==> src/shared/urm_pkg.sv <==
// Constants and carrier types for the UART register window and interrupt logic
package urm_pkg;
    // Register offsets (A2-A0)
    localparam logic [2:0] OFS_RXH_DLL_FLC  = 3'h0;
    localparam logic [2:0] OFS_IMSK_DLM_FCT = 3'h1;
    localparam logic [2:0] OFS_ISRC_DLD_EFN = 3'h2;
    localparam logic [2:0] OFS_LINE_CTL     = 3'h3;
    localparam logic [2:0] OFS_RES1         = 3'h4;
    localparam logic [2:0] OFS_LINE_ST      = 3'h5;
    localparam logic [2:0] OFS_PAU1         = 3'h6;
    localparam logic [2:0] OFS_PAU2         = 3'h7;
    localparam logic [2:0] OFS_RES2         = 3'h5;
    // Line control window values and field positions
    localparam logic [7:0] LCR_ENHANCED_KEY = 8'hbf;
    localparam int         LCR_DIV_BIT      = 7;
    localparam int         EFR_ENH_BIT      = 4;
    localparam int         FCR_FIFO_EN_BIT  = 0;
    localparam int         DLD_4X_BIT       = 5;
    localparam int         DLD_8X_BIT       = 4;
    // Interrupt mask bits
    localparam int         IM_RX_BIT        = 0;
    localparam int         IM_TX_BIT        = 1;
    localparam int         IM_LS_BIT        = 2;
    localparam int         IM_MS_BIT        = 3;
    // Interrupt source codes, bits 5:0
    localparam logic [5:0] ISC_LINE         = 6'h06;
    localparam logic [5:0] ISC_TIMEOUT      = 6'h0c;
    localparam logic [5:0] ISC_RX_READY     = 6'h04;
    localparam logic [5:0] ISC_TX_READY     = 6'h02;
    localparam logic [5:0] ISC_MODEM        = 6'h00;
    localparam logic [5:0] ISC_NONE         = 6'h01;
    // Reset values
    localparam logic [7:0] RST_ZERO         = 8'h00;
    localparam logic [7:0] RST_LINE_CTL     = 8'h03;
    // Time-out: four characters plus twelve bits
    localparam int         TO_CHARS         = 4;
    localparam int         TO_EXTRA_BITS    = 12;
    localparam int         OVERSAMPLE_16X   = 16;
    localparam int         OVERSAMPLE_8X    = 8;
    localparam int         OVERSAMPLE_4X    = 4;

    typedef struct packed {
        logic       wr;
        logic       rd;
        logic [2:0] addr;
        logic [7:0] wdata;
    } urm_req_s;
endpackage : urm_pkg

==> src/urm_regs.sv <==
// UART divisor, identification, enhanced window, interrupt mask and source logic
//
// Contract
// - Mask register gates rx ready, tx empty, line and modem sources into source register.
// - FIFO mode with rx mask set shows rx status in source bits 2 and 3.
// - FIFO mode raises rx-available interrupt at trigger level, drops it below.
// - Source indication and interrupt output clear together when fill falls below trigger.
// - Data ready sets on character entering FIFO, clears only when FIFO empty.
// - Divisor, fraction, revision and id at 0-2 only when divisor bit set, not 0xbf.
// - Line control 0xbf opens level count, feature, enhanced and flow chars at 4-7.
// - Mask bit 0 is zero after reset; writing one enables rx interrupt.
// - In FIFO mode, receive time-out raised when data waits four characters plus twelve bits.
`timescale 1ns/1ps
module urm_regs
    import urm_pkg::*;
#(
    parameter logic [7:0] DEV_ID    = 8'h3c, // Arbitrary value
    parameter logic [7:0] DEV_REV   = 8'h01, // Arbitrary value
    parameter int         CHAR_BITS = 10
) (
    input  wire logic     clk_i,
    input  wire logic     rst_i,
    input  wire urm_req_s host_req_i,
    output logic [7:0]    rd_data_o,
    output logic          rhr_pop_o,
    output logic          thr_push_o,
    input  wire logic [7:0] rx_data_i,
    input  wire logic     rx_push_i,
    input  wire logic [7:0] rx_level_i,
    input  wire logic [7:0] rx_trigger_i,
    input  wire logic     tx_empty_i,
    input  wire logic     line_err_i,
    input  wire logic     modem_chg_i,
    input  wire logic [7:1] line_state_i,
    output logic [15:0]   divisor_o,
    output logic          int_o
);
    localparam int TO_BITS = TO_CHARS * CHAR_BITS + TO_EXTRA_BITS;

    logic [7:0]  line_control,  next_line_control;
    logic [7:0]  interrupt_mask, next_interrupt_mask;
    logic [7:0]  fifo_control,  next_fifo_control;
    logic [7:0]  divisor_low,   next_divisor_low;
    logic [7:0]  divisor_high,  next_divisor_high;
    logic [7:0]  divisor_fraction_mode, next_divisor_fraction_mode;
    logic [7:0]  feature_control, next_feature_control;
    logic [7:0]  enhanced_function, next_enhanced_function;
    logic [7:0]  resume_char_1, next_resume_char_1;
    logic [7:0]  resume_char_2, next_resume_char_2;
    logic [7:0]  pause_char_1,  next_pause_char_1;
    logic [7:0]  pause_char_2,  next_pause_char_2;
    logic [7:0]  rd_data,       next_rd_data;
    logic        data_ready,    next_data_ready;
    logic        timeout,       next_timeout;
    logic [20:0] pre_cnt,       next_pre_cnt;
    logic [7:0]  bit_cnt,       next_bit_cnt;

    logic        enh_win, div_win, fifo_en, enh_en, rx_avail, rx_src;
    logic [3:0]  pending;
    logic [5:0]  src_code;
    logic [20:0] bit_period;
    logic        rd_rhr, wr_thr;

    // Offset compare reused by read and write paths
    function automatic logic hit(input urm_req_s r, input logic [2:0] ofs);
        return r.addr == ofs;
    endfunction : hit

    assign enh_win = line_control == LCR_ENHANCED_KEY;
    assign div_win = line_control[LCR_DIV_BIT] && !enh_win;
    assign fifo_en = fifo_control[FCR_FIFO_EN_BIT];
    assign enh_en  = enhanced_function[EFR_ENH_BIT];
    assign rd_rhr  = host_req_i.rd && !enh_win && !line_control[LCR_DIV_BIT] && hit(host_req_i, OFS_RXH_DLL_FLC);
    assign wr_thr  = host_req_i.wr && !enh_win && !line_control[LCR_DIV_BIT] && hit(host_req_i, OFS_RXH_DLL_FLC);
    assign rhr_pop_o  = rd_rhr;
    assign thr_push_o = wr_thr;
    assign divisor_o  = {divisor_high, divisor_low};

    // Non-FIFO mode falls back to data ready as the rx source
    assign rx_avail = fifo_en ? (rx_level_i >= rx_trigger_i) : data_ready;

    // Pending sources after masking
    always_comb begin
        pending[IM_RX_BIT] = interrupt_mask[IM_RX_BIT] && (rx_avail || timeout);
        pending[IM_TX_BIT] = interrupt_mask[IM_TX_BIT] && tx_empty_i;
        pending[IM_LS_BIT] = interrupt_mask[IM_LS_BIT] && line_err_i;
        pending[IM_MS_BIT] = interrupt_mask[IM_MS_BIT] && modem_chg_i;
    end

    // Priority encode; rx levels land in bits 3:2
    always_comb begin
        rx_src = interrupt_mask[IM_RX_BIT];
        if (pending[IM_LS_BIT]) begin
            src_code = ISC_LINE;
        end else if (rx_src && timeout) begin
            src_code = ISC_TIMEOUT;
        end else if (rx_src && rx_avail) begin
            src_code = ISC_RX_READY;
        end else if (pending[IM_TX_BIT]) begin
            src_code = ISC_TX_READY;
        end else if (pending[IM_MS_BIT]) begin
            src_code = ISC_MODEM;
        end else begin
            src_code = ISC_NONE;
        end
    end

    assign int_o = |pending;

    // Bit period in clocks for the time-out; zero divisor treated as one
    always_comb begin
        logic [15:0] div;
        logic [4:0]  os;
        div = (divisor_o == 16'h0000) ? 16'h0001 : divisor_o;
        os  = 5'(OVERSAMPLE_16X);
        if (enh_en && divisor_fraction_mode[DLD_4X_BIT]) begin
            os = 5'(OVERSAMPLE_4X);
        end else if (enh_en && divisor_fraction_mode[DLD_8X_BIT]) begin
            os = 5'(OVERSAMPLE_8X);
        end
        bit_period = 21'(div) * 21'(os);
    end

    // Register writes
    always_comb begin
        next_line_control         = line_control;
        next_interrupt_mask       = interrupt_mask;
        next_fifo_control         = fifo_control;
        next_divisor_low          = divisor_low;
        next_divisor_high         = divisor_high;
        next_divisor_fraction_mode = divisor_fraction_mode;
        next_feature_control      = feature_control;
        next_enhanced_function    = enhanced_function;
        next_resume_char_1        = resume_char_1;
        next_resume_char_2        = resume_char_2;
        next_pause_char_1         = pause_char_1;
        next_pause_char_2         = pause_char_2;
        if (host_req_i.wr) begin
            if (hit(host_req_i, OFS_LINE_CTL)) begin
                next_line_control = host_req_i.wdata;
            end else if (enh_win) begin
                case (host_req_i.addr)
                    OFS_IMSK_DLM_FCT: next_feature_control   = host_req_i.wdata;
                    OFS_ISRC_DLD_EFN: next_enhanced_function = host_req_i.wdata;
                    OFS_RES1:         next_resume_char_1     = host_req_i.wdata;
                    OFS_RES2:         next_resume_char_2     = host_req_i.wdata;
                    OFS_PAU1:         next_pause_char_1      = host_req_i.wdata;
                    OFS_PAU2:         next_pause_char_2      = host_req_i.wdata;
                    default: ;
                endcase
            end else if (div_win) begin
                case (host_req_i.addr)
                    OFS_RXH_DLL_FLC:  next_divisor_low  = host_req_i.wdata;
                    OFS_IMSK_DLM_FCT: next_divisor_high = host_req_i.wdata;
                    OFS_ISRC_DLD_EFN: begin
                        if (enh_en) begin
                            next_divisor_fraction_mode = host_req_i.wdata;
                        end
                    end
                    default: ;
                endcase
            end else begin
                case (host_req_i.addr)
                    OFS_IMSK_DLM_FCT: begin
                        // Upper mask bits exist only with enhanced functions on
                        next_interrupt_mask = enh_en ? host_req_i.wdata
                                                     : {4'h0, host_req_i.wdata[3:0]};
                    end
                    OFS_ISRC_DLD_EFN: next_fifo_control = host_req_i.wdata;
                    default: ;
                endcase
            end
        end
    end

    // Read mux, answered one cycle after the strobe
    always_comb begin
        next_rd_data = RST_ZERO;
        if (host_req_i.rd) begin
            if (hit(host_req_i, OFS_LINE_CTL)) begin
                next_rd_data = line_control;
            end else if (enh_win) begin
                case (host_req_i.addr)
                    OFS_RXH_DLL_FLC:  next_rd_data = rx_level_i;
                    OFS_IMSK_DLM_FCT: next_rd_data = feature_control;
                    OFS_ISRC_DLD_EFN: next_rd_data = enhanced_function;
                    OFS_RES1:         next_rd_data = resume_char_1;
                    OFS_RES2:         next_rd_data = resume_char_2;
                    OFS_PAU1:         next_rd_data = pause_char_1;
                    OFS_PAU2:         next_rd_data = pause_char_2;
                    default:          next_rd_data = RST_ZERO;
                endcase
            end else if (div_win) begin
                case (host_req_i.addr)
                    OFS_RXH_DLL_FLC:  next_rd_data = (divisor_o == 16'h0000) ? DEV_REV : divisor_low;
                    OFS_IMSK_DLM_FCT: next_rd_data = (divisor_o == 16'h0000) ? DEV_ID : divisor_high;
                    OFS_ISRC_DLD_EFN: next_rd_data = enh_en ? divisor_fraction_mode : RST_ZERO;
                    OFS_LINE_ST:      next_rd_data = {line_state_i, data_ready};
                    default:          next_rd_data = RST_ZERO;
                endcase
            end else begin
                case (host_req_i.addr)
                    OFS_RXH_DLL_FLC:  next_rd_data = rx_data_i;
                    OFS_IMSK_DLM_FCT: next_rd_data = interrupt_mask;
                    OFS_ISRC_DLD_EFN: next_rd_data = {{2{fifo_en}}, src_code};
                    OFS_LINE_ST:      next_rd_data = {line_state_i, data_ready};
                    default:          next_rd_data = RST_ZERO;
                endcase
            end
        end
    end

    // Data ready and receive time-out
    always_comb begin
        next_data_ready = data_ready;
        if (rx_level_i == 8'h00) begin
            next_data_ready = 1'b0;
        end
        if (rx_push_i) begin
            next_data_ready = 1'b1;
        end
        next_pre_cnt = pre_cnt;
        next_bit_cnt = bit_cnt;
        next_timeout = timeout;
        // Activity restarts the wait; an rx read also clears the flag
        if (rx_push_i || rd_rhr || rx_level_i == 8'h00) begin
            next_pre_cnt = '0;
            next_bit_cnt = '0;
            if (rd_rhr || rx_level_i == 8'h00) begin
                next_timeout = 1'b0;
            end
        end else if (fifo_en && !timeout) begin
            if (pre_cnt >= bit_period - 21'h000001) begin
                next_pre_cnt = '0;
                next_bit_cnt = bit_cnt + 8'h01;
                if (bit_cnt == 8'(TO_BITS - 1)) begin
                    next_timeout = 1'b1;
                end
            end else begin
                next_pre_cnt = pre_cnt + 21'h000001;
            end
        end
    end

    always_ff @(posedge clk_i) begin
        if (rst_i) begin
            line_control          <= RST_LINE_CTL;
            interrupt_mask        <= RST_ZERO;
            fifo_control          <= RST_ZERO;
            divisor_low           <= RST_ZERO;
            divisor_high          <= RST_ZERO;
            divisor_fraction_mode <= RST_ZERO;
            feature_control       <= RST_ZERO;
            enhanced_function     <= RST_ZERO;
            resume_char_1         <= RST_ZERO;
            resume_char_2         <= RST_ZERO;
            pause_char_1          <= RST_ZERO;
            pause_char_2          <= RST_ZERO;
            rd_data               <= RST_ZERO;
            data_ready            <= 1'b0;
            timeout               <= 1'b0;
            pre_cnt               <= '0;
            bit_cnt               <= '0;
        end else begin
            line_control          <= next_line_control;
            interrupt_mask        <= next_interrupt_mask;
            fifo_control          <= next_fifo_control;
            divisor_low           <= next_divisor_low;
            divisor_high          <= next_divisor_high;
            divisor_fraction_mode <= next_divisor_fraction_mode;
            feature_control       <= next_feature_control;
            enhanced_function     <= next_enhanced_function;
            resume_char_1         <= next_resume_char_1;
            resume_char_2         <= next_resume_char_2;
            pause_char_1          <= next_pause_char_1;
            pause_char_2          <= next_pause_char_2;
            rd_data               <= next_rd_data;
            data_ready            <= next_data_ready;
            timeout               <= next_timeout;
            pre_cnt               <= next_pre_cnt;
            bit_cnt               <= next_bit_cnt;
        end
    end

    assign rd_data_o = rd_data;

    // Checks
    a_rx_gates_int: assert property (@(posedge clk_i) disable iff (rst_i)
        (interrupt_mask[IM_RX_BIT] && rx_avail) |-> int_o)
        else $error("unmasked rx source not on interrupt");
    a_isr_rx_bits: assert property (@(posedge clk_i) disable iff (rst_i)
        (host_req_i.rd && !line_control[LCR_DIV_BIT] && hit(host_req_i, OFS_ISRC_DLD_EFN) && fifo_en
         && interrupt_mask[IM_RX_BIT] && rx_avail && !timeout && !pending[IM_LS_BIT])
        |=> rd_data_o == {2'b11, ISC_RX_READY})
        else $error("rx status not in source bits 3:2");
    a_rx_trig_level: assert property (@(posedge clk_i) disable iff (rst_i)
        fifo_en |-> (rx_avail == (rx_level_i >= rx_trigger_i)))
        else $error("rx available not tied to trigger level");
    a_clear_together: assert property (@(posedge clk_i) disable iff (rst_i)
        (fifo_en && interrupt_mask == 8'h01 && !timeout && rx_level_i < rx_trigger_i)
        |-> (!int_o && src_code == ISC_NONE))
        else $error("indication and pin did not clear together");
    a_ready_on_push: assert property (@(posedge clk_i) disable iff (rst_i)
        rx_push_i |=> data_ready)
        else $error("data ready missed a push");
    a_ready_only_empty: assert property (@(posedge clk_i) disable iff (rst_i)
        $fell(data_ready) |-> $past(rx_level_i) == 8'h00)
        else $error("data ready cleared with data left");
    a_div_window: assert property (@(posedge clk_i) disable iff (rst_i)
        (host_req_i.wr && !div_win && !hit(host_req_i, OFS_LINE_CTL)) |=> $stable(divisor_o))
        else $error("divisor written outside its window");
    a_enh_window: assert property (@(posedge clk_i) disable iff (rst_i)
        (host_req_i.wr && enh_win && hit(host_req_i, OFS_RES1)) |=> resume_char_1 == $past(host_req_i.wdata))
        else $error("flow character not written in enhanced window");
    a_mask_reset: assert property (@(posedge clk_i)
        rst_i |=> interrupt_mask[IM_RX_BIT] == 1'b0)
        else $error("rx mask not cleared by reset");
    a_timeout_set: assert property (@(posedge clk_i) disable iff (rst_i)
        $rose(timeout) |-> $past(bit_cnt) == 8'(TO_BITS - 1))
        else $error("time-out raised at wrong count");
    a_pin_idle: assert property (@(posedge clk_i) disable iff (rst_i)
        (interrupt_mask == 8'h00) |-> !int_o)
        else $error("interrupt pin high with all masked");
    c_trig_int: cover property (@(posedge clk_i) disable iff (rst_i) fifo_en && rx_avail && int_o);
    c_timeout: cover property (@(posedge clk_i) disable iff (rst_i) $rose(timeout));
    c_enh_read: cover property (@(posedge clk_i) disable iff (rst_i) host_req_i.rd && enh_win);
endmodule : urm_regs

==> config.mk <==
export PLATFORM = sky130hd
export DESIGN_NAME = urm_regs
export DESIGN_NICKNAME = d
export VERILOG_FILES = /design/src/shared/urm_pkg.sv /design/src/urm_regs.sv
export SDC_FILE = /design/constraint.sdc
export NUM_CORES = 1
export LEC_CHECK = 0
export BUFFER_PORTS_ARGS = -buffer_cell sky130_fd_sc_hd__buf_4
export CAP_MARGIN = 20
export CELL_PAD_IN_SITES_DETAIL_PLACEMENT = 1
export CELL_PAD_IN_SITES_GLOBAL_PLACEMENT = 2
export CORE_UTILIZATION = 40
export CTS_CLUSTER_DIAMETER = 40
export DETAILED_ROUTE_END_ITERATION = 8
export PLACE_DENSITY_LB_ADDON = 0.1
export SLEW_MARGIN = 10
export SYNTH_ARGS = -nofsm -noshare
export SYNTH_HDL_FRONTEND = slang
export SYNTH_SLANG_ARGS = --single-unit
==> constraint.sdc <==
create_clock -name clk_i -period 18.5 [get_ports clk_i]
set_clock_uncertainty 0.1 [all_clocks]
set_input_delay 1.85 -clock clk_i [delete_from_list [all_inputs] [get_ports clk_i]]
set_output_delay 1.85 -clock clk_i [all_outputs]
set_load 0.005 [all_outputs]
==> summary.txt, run 1 <==
Status
  • Outcome: completed

Logic synthesis
  • Post-Syn Area: 0.00840 sq mm
  • Post-synth cell types: 63
  • Yosys top cell by area: dfxtp_1
  • Area share of xor/xnor cells in the synthesized design: under 10%
  • Adder-cell share of the synthesized area: 15.5%
  • Largest family of logic cells by synthesized area: simple AND/OR/NAND/NOR gates
  • Yosys warnings: 0
  • Number of enable flip-flop cells after synthesis: 0
  • Synth Instances: 994
  • Syn_nets: 1,139
  • Post-synthesis sequential area ratio: between 30% and 40%
  • Compound-gate portion of the synthesized area: 13.8%
  • Asr flop ratio synth: 0%
  • Synth Register Bits: 128
  • Area contributors post-synth: dfxtp_1, ha_1, mux2i_1
  • Mux cell area share after synthesis: 11.3%
  • Yosys top cell area share: 30.5%
  • Synthesized area per cell: 8.45 sq um
  • Simple-gate share of the synthesized area: 20.3%
  • Ys flop type: dfxtp_1

Cells and area
  • # fillers: 2,442
  • N_diodes: 0
  • Nets: 1,184
  • Layout cells sized above 1: 12.4%
  • Finished Layout Cells: ~1.3k
  • Syn-to-layout area delta: 15.8%
  • Fin area: 0.00973 sq mm
  • Post-Route Utilization: 47.6%

Run
  • Max-cap violation count: 0

Timing
  • Setup TNS: 0 ns
  • Worst Max-Slew Pin Slew: 1.02 ns
  • Final min period: 6.98 ns
  • Highest Clock Rate: approximately 140 MHz
  • Final setup margin: 11.52 ns
  • Slew Limit Fails: 0
  • Hold WS: 0.375 ns
  • Worst slew margin: 31.9%
  • Final hold violations: 0
  • Final setup vio count: 0
  • RSZ-0062 raised after global routing: no
  • Fin crit share: 37.7%

Clocking
  • Inserted Clock Buffers: 17
  • Root Buffer: clkbuf_16
  • Post-CTS Setup Repair Bufs: 0
  • Hold_buf cts: 0
  • Reg clk slew, reported paths: approximately 0.07 ns
  • Worst skew pair latency: 0.44 ns
  • Post-CTS resize count: 0
  • Clk sink count: 128
  • H-tree levels: 4
  • CTS tree: built
  • Clk buf depth: 2

Drt
  • DR vias/cell: 5.52
  • Via count: 7,296
  • Drt initial violations: 317
  • Drt wl/cell: slightly above 20 um
  • Routed wire length: 27,100 um
  • Pre-Repair DR Iteration Count: 5
  • DRC viols: 0
  • Antenna-violating nets left: 0

Power and ir drop
  • Sw Pwr: 0.201 mW
  • Clk pwr share: 51.8%
  • Net Sw Frac: 29.0%
  • Sequential share of power: 40.1%
  • Internal power: 0.493 mW
  • Total power: 0.694 mW
  • Gate power share: 8.2%
  • Peak supply drop: 50.4 uV
  • Leakage: between 4 and 5 nW
  • PD cells: about 71 mW/mm^2

Worst setup path
  • Worst Path Arrival: about 7.2 ns
  • Crit. End Element: register
  • Critical path class: reg2reg
  • Critical path required time: 18.71 ns
  • Startpoint types: register
  • CP Launch Point: enhanced_function[4]$_SDFFE_PP0P_
  • Max FO, Critical Path: 20
  • Reg-to-reg startpoint: enhanced_function[4]$_SDFFE_PP0P_

Floorplan
  • Row count: 52
  • Die area: between 0.02 and 0.025 sq mm
  • Die Span Y: 147 um
  • Starting Density: 41.1%
  • Die width: approximately 150 um
  • Area of the core: 0.0204 sq mm
  • I/O pins: 77

Global routing
  • Initial antenna violation count: 0
  • Grt ovf: 0
  • First-pass GRT wire length: approximately 43,000 um
  • GRT Overall Usage: 26.0%
  • Largest net degree at the start of global routing: 94
  • Vias in the first global route: around 7.5k

Placed design
  • DP HPWL: 19,800 um
  • Port bufs: 76
  • Pre-CTS setup slack: between 10 and 15 ns
  • Placed Cells incl. Taps: around 1.3k
  • DP Area: 0.00911 sq mm
  • Gpl congestion: 0.856

Hold path
  • HP Start: interrupt_mask[4]$_SDFFE_PP0P_
  • Min-Delay Path Class: reg2reg
worst max-delay path, cell delays in order (launching register included):
cell and delay, ns:
dfxtp_1 0.64, nand2_1 0.09, nor2_1 0.73, nand2_1 0.14
ha_1 0.31, inv_1 0.05, fa_1 0.45, ha_1 0.31
ha_1 0.24, fa_1 0.42, a21o_1 0.21, a21oi_2 0.17
o21bai_1 0.10, or4_4 0.44, a221oi_4 0.34, o41ai_1 0.15
xnor2_1 0.14, ha_1 0.31, nand4_1 0.16, a211o_1 0.31
a41oi_2 0.32, o21ai_2 0.16, nor4_1 0.37, xnor2_1 0.16
nor2_1 0.05
cell usage in the layout (no fill, tap or decap), types with 9 or more instances in the layout:
cell type,n
and3_1,22
nand4_1,10
nor2_1,142
o21ai_0,31
dfxtp_1,128
ha_1,80
a22oi_1,13
mux2i_1,86
nor4_1,9
nand2_1,106
fa_1,15
xor2_1,25
a21oi_1,54
inv_1,49
xnor2_1,12
a21o_1,16
nand3_1,30
buf_4,78
clkbuf_16,17
routing by layer:
| layer | GRT usage [%] | routed length [um] | up-vias |
|---|---|---|---|
| met5 | 0 | 0 | - |
| met4 | 9.85 | 724 | 0 |
| met3 | 3.85 | 1040 | 40 |
| met2 | 44.6 | 13300 | 147 |
| met1 | 32.9 | 12100 | 3531 |
| li1 | - | - | 3578 |
state kept, by name (all words and copies together), names as in the netlist:
register	flops
rd_data_o	8
interrupt_mask	8
pre_cnt	21
divisor_fraction_mode	8
pause_char_2	8
feature_control	8
divisor_low	8
resume_char_1	8
data_ready	1
pause_char_1	8
enhanced_function	8
bit_cnt	8
timeout	1
line_control	8
fifo_control	1
divisor_high	8
resume_char_2	8
power by group through the flow:
stage / Combinational (mW) / Sequential, mW / Clock, mW
after floorplan: 0.0337 / 0.284 / 0
after detailed placement: 0.0567 / 0.284 / 0
after global routing: 0.0612 / 0.278 / 0.378
after CTS: 0.0569 / 0.278 / 0.365
after global placement: 0.0561 / 0.285 / 0
final: 0.0566 / 0.278 / 0.359
cell usage after synthesis, types with 8 or more instances:
cell	n
inv_1	49
clkbuf_1	39
a21o_1	16
a221oi_1	8
nand4_1	10
a21oi_1	54
nor4_1	9
xnor2_1	12
nand3_1	30
ha_1	80
mux2i_1	86
a22oi_1	13
fa_1	15
xor2_1	25
buf_2	11
dfxtp_1	128
nand2_1	106
o21ai_0	31
nor2_1	142
and3_1	22
nor2b_1	8
final timing paths:
check	endpoint	slack, ns	depth (start not counted)
worst min register to register	interrupt_mask[4]$_SDFFE_PP0P_	0.38	2
worst max register to register	bit_cnt[7]$_SDFFE_PP0P_	11.52	24
worst max-delay path	bit_cnt[7]$_SDFFE_PP0P_	11.52	24
worst min-delay path	interrupt_mask[4]$_SDFFE_PP0P_	0.38	2
final cells by class:
type	instances	area (sq um)	share of cell area, %
Clock buffer	17	425	4.37
Clock inverter	15	193	1.98
Inverter	49	184	1.89
Multi-Input combinational cell	765	5440	55.9
Timing Repair Buffer	78	586	6.02
Sequential cell	128	2560	26.3
Tap cell	270	338	3.47
cell families (layout without fill, tap and decap cells):
kind of cell	after synthesis	in the layout
flip-flops	128	128
AND/OR/NAND/NOR	368	368
buffers and inverters	101	159
XOR/XNOR	37	37
adder cells (fa/ha/maj)	95	95
multiplexers	92	92
AO/OA/AOI/OAI	173	173
(Power assumes the default switching activity.)
==> run 2, diff against run 1 <==
--- a/config.mk
+++ b/config.mk
@@ -9,7 +9,7 @@
 export CAP_MARGIN = 20
 export CELL_PAD_IN_SITES_DETAIL_PLACEMENT = 1
 export CELL_PAD_IN_SITES_GLOBAL_PLACEMENT = 2
-export CORE_UTILIZATION = 40
+export CORE_UTILIZATION = 33
 export CTS_CLUSTER_DIAMETER = 40
 export DETAILED_ROUTE_END_ITERATION = 8
 export PLACE_DENSITY_LB_ADDON = 0.1
==> constraint.sdc (replaced) <==
create_clock -name clk_i -period 6 [get_ports clk_i]
set_clock_uncertainty 0.1 [all_clocks]
set_input_delay 0.6 -clock clk_i [delete_from_list [all_inputs] [get_ports clk_i]]
set_output_delay 0.6 -clock clk_i [all_outputs]
set_load 0.005 [all_outputs]
==> run 2 against run 1 <==
Non-clock buffer count is 39 higher. Hold slack worse by 0.084 ns. Register-to-register slack worse by 11 ns. Final cell count is 7.5% higher. Total power grew to 3.1 times the previous value. Clock-buffer cell count stayed put. Worst setup slack worse by 11 ns. Highest routed layer unchanged.
==> summary.txt, run 2 (synthesized netlist as in run 1, its figures left out) <==
Global routing
  • GRT Overall Usage: 22.2%
  • Initial antenna violation count: 0
  • Vias in the first global route: 7,781
  • Grt ovf: 0
  • First-pass GRT wire length: 44,000 um
  • Largest net degree at the start of global routing: 51

Drt
  • Antenna-violating nets left: 0
  • Pre-Repair DR Iteration Count: 4
  • DR vias/cell: 5.24
  • Routed wire length: 28,000 um
  • Via count: 7,444
  • Drt wl/cell: 19.7 um
  • DRC viols: 0
  • Drt initial violations: 306

Power and ir drop
  • Leakage: roughly 4.7 nW
  • PD cells: 208 mW/mm^2
  • Peak supply drop: 179 uV
  • Clk pwr share: 51.2%
  • Sequential share of power: 40.2%
  • Total power: ~2.1 mW
  • Sw Pwr: ~0.6 mW
  • Net Sw Frac: 28.4%
  • Internal power: 1.53 mW
  • Gate power share: 8.6%

Worst setup path
  • Crit. End Element: register
  • Worst path slowest cell: fa_1
  • Reg2Reg Capture Point: pre_cnt[20]$_SDFFE_PP0P_
  • Reg-to-reg startpoint: divisor_high[3]$_SDFFE_PP0P_
  • Critical path required time: roughly 6.3 ns
  • Cell mode on critical path: a21o_1
  • Startpoint types: register
  • Largest stage delay, worst path: 0.44 ns
  • Critical path class: reg2reg
  • Reg2Reg Setup Slack: 0.03 ns
  • CP Depth: 26
  • CP bufs+invs: 4
  • Delay-heaviest family, CP: compound AO/OA/AOI/OAI gates
  • Max FO, Critical Path: 17
  • Worst r2r path cells: 26
  • Worst Path Arrival: 6.23 ns

Floorplan
  • I/O pins: between 70 and 80
  • Starting Density: 33.5%
  • Die area: ~0.026 sq mm
  • Die width: 162 um
  • Area of the core: 0.0251 sq mm
  • Die Span Y: 162 um
  • Row count: 58

Hold path
  • HP Start: rx_push_i
  • Hold path cells: 3
  • Endpoint of the worst hold path: data_ready$_SDFFE_PP0P_
  • Min-Delay Path Class: in2reg

Timing
  • Fin crit share: 99.6%
  • Highest Clock Rate: 167 MHz
  • RSZ-0062 raised after global routing: yes
  • Slew Limit Fails: 0
  • Final hold violations: 0
  • Final min period: 5.97 ns
  • Final setup vio count: 0
  • Worst Max-Slew Pin Slew: 0.953 ns
  • Worst slew margin: 36.4%

Cells and area
  • Layout cells sized above 1: between 10% and 20%
  • Register with the most flip-flops: pre_cnt
  • Finished Layout Cells: roughly 1.4k
  • Syn-to-layout area delta: 22.1%
  • Most common cell after layout, fill and taps aside: nor2_1
  • # fillers: between 2k and 3k
  • Max reg flops: 21
  • Commonest cells after routing, fill and taps aside: nor2_1, dfxtp_1, buf_4, nand2_1, mux2i_1
  • Nets: 1,223
  • N_diodes: 0

Clocking
  • Clk sink count: 128
  • Hold_buf cts: 0
  • CTS tree: built
  • Reg clk slew, reported paths: around 0.06 ns
  • Inserted Clock Buffers: 17
  • Worst skew pair latency: roughly 0.43 ns
  • Root Buffer: clkbuf_16
  • Clk buf depth: 2
  • H-tree levels: 4

Placed design
  • DP HPWL: 20,700 um
  • Gpl congestion: 0.770
  • Port bufs: 76
  • Placed Cells incl. Taps: 1,385

Status
  • Outcome: completed

Run
  • Max-cap violation count: 0
run 2: cell types whose count changed in the layout (fill, tap and decap cells not counted), sizes merged:
| cell | delta |
|---|---|
| buf | +39 |
| clkinvlp | -1 |
| inv | +1 |
run 2: what timing repair did:
item | CTS | global route
cloned | 0 | 0
pin swaps | 20 | 28
gates resized for setup | 13 | 26
setup endpoints to repair | 30 | 30
setup buffers | 1 | 3
run 2: power by group through the flow:
stage                     Sequential [mW]  Combinational, mW  Clock (mW)
final                               0.857              0.184        1.09
after CTS                           0.857              0.185        1.11
after detailed placement            0.877              0.184           0
after global placement              0.877              0.183           0
after floorplan                     0.875              0.104           0
after global routing                0.857              0.202        1.15
run 2: worst max-delay path by stage:
| stage | slack, ns | endpoint | start |
|---|---|---|---|
| 3_3_place_gp | -0.18 | bit_cnt[5]$_SDFFE_PP0P_ | divisor_low[2]$_SDFFE_PP0P_ |
| 6_report | 0.03 | pre_cnt[20]$_SDFFE_PP0P_ | divisor_high[3]$_SDFFE_PP0P_ |
| 4_1_cts | -0.05 | bit_cnt[5]$_SDFFE_PP0P_ | divisor_low[2]$_SDFFE_PP0P_ |
| 2_1_floorplan | 0.04 | bit_cnt[5]$_SDFFE_PP0P_ | divisor_high[3]$_SDFFE_PP0P_ |
| 3_5_place_dp | -0.21 | bit_cnt[2]$_SDFFE_PP0P_ | divisor_low[2]$_SDFFE_PP0P_ |
| 5_1_grt | -0.32 | bit_cnt[7]$_SDFFE_PP0P_ | divisor_high[6]$_SDFFE_PP0P_ |
run 2: routing by layer:
metal / up-vias / track usage, % / wire length (um)
li1: 3648 / - / -
met1: 3656 / 26.3 / 12200
met2: 101 / 40.8 / 14400
met3: 39 / 2.62 / 640
met4: 0 / 7.80 / 720
met5: - / 0 / 0
run 2: final cells by class:
type	instances	area, sq um	area share [%]
Clock buffer	17	425	4.15
Tap cell	330	413	4.02
Inverter	49	184	1.79
Multi-Input combinational cell	765	5580	54.4
Clock inverter	15	189	1.84
Timing Repair Buffer	117	902	8.79
Sequential cell	128	2570	25.0
run 2: per-stage QoR:
stage	cell area (sq um)	hold WS, ns	setup WS [ns]	setup TNS [ns]	util [%]
floorplan	8420	0.332	0.0370	0	-
global placement	9470	0.346	-0.177	-1.37	37.7
detailed placement	9470	0.352	-0.213	-2.28	37.7
CTS	10100	0.280	-0.0510	-0.132	40.4
global route	10300	0.299	-0.317	-7.71	40.9
finish	10300	0.292	0.0259	0	40.9
run 2: worst register-to-register path, stage by stage (launching register included):
cell and delay, ns:
dfxtp_1 0.32, nor4_2 0.28, and4_4 0.27, o21ai_2 0.06, ha_1 0.29, inv_2 0.04
fa_1 0.44, ha_1 0.29, ha_2 0.18, fa_2 0.34, a21o_1 0.17, a21oi_2 0.14
o21bai_1 0.09, or4_4 0.44, a221oi_4 0.37, buf_4 0.18, xnor2_1 0.12, ha_1 0.27
a21o_1 0.16, a21o_1 0.17, a21oi_1 0.14, o211ai_1 0.20, buf_4 0.20, a21o_1 0.18
a21o_1 0.18, buf_12 0.16, a21oi_1 0.12
==> run 3, diff against run 2 <==
--- a/config.mk
+++ b/config.mk
@@ -9,10 +9,11 @@
 export CAP_MARGIN = 20
 export CELL_PAD_IN_SITES_DETAIL_PLACEMENT = 1
 export CELL_PAD_IN_SITES_GLOBAL_PLACEMENT = 2
+export CORE_ASPECT_RATIO = 2
 export CORE_UTILIZATION = 33
 export CTS_CLUSTER_DIAMETER = 40
 export DETAILED_ROUTE_END_ITERATION = 8
-export PLACE_DENSITY_LB_ADDON = 0.1
+export PLACE_DENSITY = 0.75
 export SLEW_MARGIN = 10
 export SYNTH_ARGS = -nofsm -noshare
 export SYNTH_HDL_FRONTEND = slang
==> run 3 against run 2 <==
Largest cell class unchanged. First-iteration DRC count up 18%. Critical path depth unchanged. Die area rose by 0.15%. Design area decreased by 0.50%. Fmax shrank 2.8%. Highest routed layer unchanged. Total power down 3.5%. The run now ends with negative setup slack left.
==> summary.txt, run 3 (synthesized netlist as in run 1, its figures left out) <==
Floorplan
  • Die area: 0.0261 sq mm
  • Die Span Y: 228 um
  • Die width: between 100 and 150 um
  • Area of the core: about 0.025 sq mm
  • Starting Density: 33.6%
  • Row count: 82
  • I/O pins: 77

Drt
  • Antenna-violating nets left: 0
  • DRC viols: 0
  • Drt initial violations: 360
  • Routed wire length: 29,600 um
  • Via count: 7,704
  • DR vias/cell: about 5.4
  • Drt wl/cell: 20.6 um
  • Pre-Repair DR Iteration Count: 5

Status
  • Outcome: finished, violations left
  • Violations in the final reports: negative setup slack

Timing
  • Worst Max-Slew Pin Slew: approximately 0.95 ns
  • Fin crit share: 102%
  • Final hold violations: 0
  • Highest Clock Rate: 163 MHz
  • Slew Limit Fails: 0
  • Setup TNS: -2.75 ns
  • Worst slew margin: 36.2%
  • RSZ-0062 raised after global routing: yes
  • Final setup margin: -0.144 ns
  • Final min period: between 6 and 7 ns
  • Final setup vio count: 30

Cells and area
  • Finished Layout Cells: roughly 1.4k
  • Max reg flops: 21
  • Commonest cells after routing, fill and taps aside: nor2_1, dfxtp_1, buf_4, nand2_1, mux2i_1
  • Layout cells sized above 1: 17.3%
  • Syn-to-layout area delta: 21.5%
  • Nets: around 1.2k
  • Register with the most flip-flops: pre_cnt
  • Most common cell after layout, fill and taps aside: nor2_1
  • N_diodes: 0

Global routing
  • First-pass GRT wire length: 45,300 um
  • Grt ovf: 0
  • Vias in the first global route: 8,148
  • Initial antenna violation count: 0
  • GRT Overall Usage: 23.8%
  • Largest net degree at the start of global routing: slightly above 50

Placed design
  • Pre-CTS setup slack: -0.548 ns
  • Placed Cells incl. Taps: 1,399
  • Port bufs: 76
  • DP HPWL: roughly 23,000 um
  • Gpl congestion: around 0.89

Worst setup path
  • Worst Path Arrival: 6.35 ns
  • Crit. End Element: register
  • Critical path required time: 6.21 ns
  • Delay-heaviest family, CP: adder cells
  • Max FO, Critical Path: 4
  • Critical path class: reg2reg
  • Worst r2r path cells: 26
  • Largest stage delay, worst path: 0.58 ns
  • Worst path slowest cell: fa_1
  • Startpoint types: register
  • Reg2Reg Setup Slack: -0.14 ns
  • CP Depth: 26
  • CP bufs+invs: 2

Hold path
  • Hold path cells: 3
  • Min-Delay Path Class: in2reg

Clocking
  • Clk sink count: roughly 130
  • Clk buf depth: 2
  • Hold_buf cts: 0
  • Reg clk slew, reported paths: around 0.06 ns
  • Inserted Clock Buffers: 17
  • CTS tree: built
  • H-tree levels: 4
  • Worst skew pair latency: ~0.44 ns
  • Root Buffer: clkbuf_16

Power and ir drop
  • Peak supply drop: roughly 190 uV
  • Leakage: 4.70 nW
  • Total power: 2.06 mW
  • PD cells: 201 mW/mm^2

Run
  • Max-cap violation count: 0
run 3: cell count changes in the layout (fill, tap and decap cells not counted), sizes merged:
cell,change
clkbuf,+3
clkinvlp,+3
buf,+5
inv,-6
run 3: metrics by stage:
step	area (sq um)	hold slack [ns]	util, %
global placement	9540	0.343	38.1
finish	10200	0.275	40.8
detailed placement	9540	0.355	38.1
CTS	10200	0.253	40.6
floorplan	8420	0.332	-
global route	10200	0.280	40.8
run 3: routing by layer:
| layer | wire (um) | track usage [%] | vias up |
|---|---|---|---|
| met3 | 644 | 3.39 | 68 |
| met5 | 0 | 0 | - |
| met1 | 10200 | 21.9 | 3819 |
| met2 | 16700 | 46.4 | 154 |
| li1 | - | - | 3663 |
| met4 | 2010 | 17.3 | 0 |
run 3: timing repair:
item,in CTS,in global routing
gates cloned,0,0
pin swaps,26,22
buffers inserted,1,0
gates resized for setup,16,7
endpoints found under the setup margin,30,30
run 3: layout make-up:
| type | instances | area (sq um) |
|---|---|---|
| Tap cell | 336 | 420 |
| Clock inverter | 12 | 110 |
| Clock buffer | 20 | 457 |
| Timing Repair Buffer | 122 | 936 |
| Fill cell | 3046 | 14800 |
| Inverter | 49 | 184 |
| Multi-Input combinational cell | 765 | 5540 |
| Sequential cell | 128 | 2560 |
run 3: final timing paths:
path | endpoint | startpoint
worst min-delay path | data_ready$_SDFFE_PP0P_ | rx_push_i
worst min register to register | interrupt_mask[7]$_SDFFE_PP0P_ | interrupt_mask[7]$_SDFFE_PP0P_
worst max register to register | bit_cnt[5]$_SDFFE_PP0P_ | divisor_high[3]$_SDFFE_PP0P_
worst max-delay path | bit_cnt[5]$_SDFFE_PP0P_ | divisor_high[3]$_SDFFE_PP0P_
run 3: power by group:
part / switching [mW] / internal [mW] / leakage (nW)
clock: 0.419 / 0.591 / 0.269
combinational: 0.116 / 0.0710 / 3.39
sequential: 0.00432 / 0.854 / 1.03
total: 0.540 / 1.52 / 4.70
run 3: worst register-to-register path, stage by stage, from the launching register on:
cell	delay, ns
dfxtp_2	0.33
nor4_4	0.27
buf_4	0.15
and4_4	0.26
o21ai_2	0.06
ha_1	0.28
inv_1	0.06
fa_1	0.58
ha_4	0.22
ha_4	0.16
fa_2	0.34
a21o_1	0.17
a21oi_2	0.15
o21bai_1	0.11
or4_4	0.46
a221oi_4	0.33
o21bai_2	0.10
a21oi_2	0.15
xor2_1	0.10
ha_1	0.31
nand4_1	0.11
a211o_1	0.32
a41oi_2	0.25
o21ai_2	0.13
nor4_2	0.33
xnor2_1	0.15
nor2_1	0.05
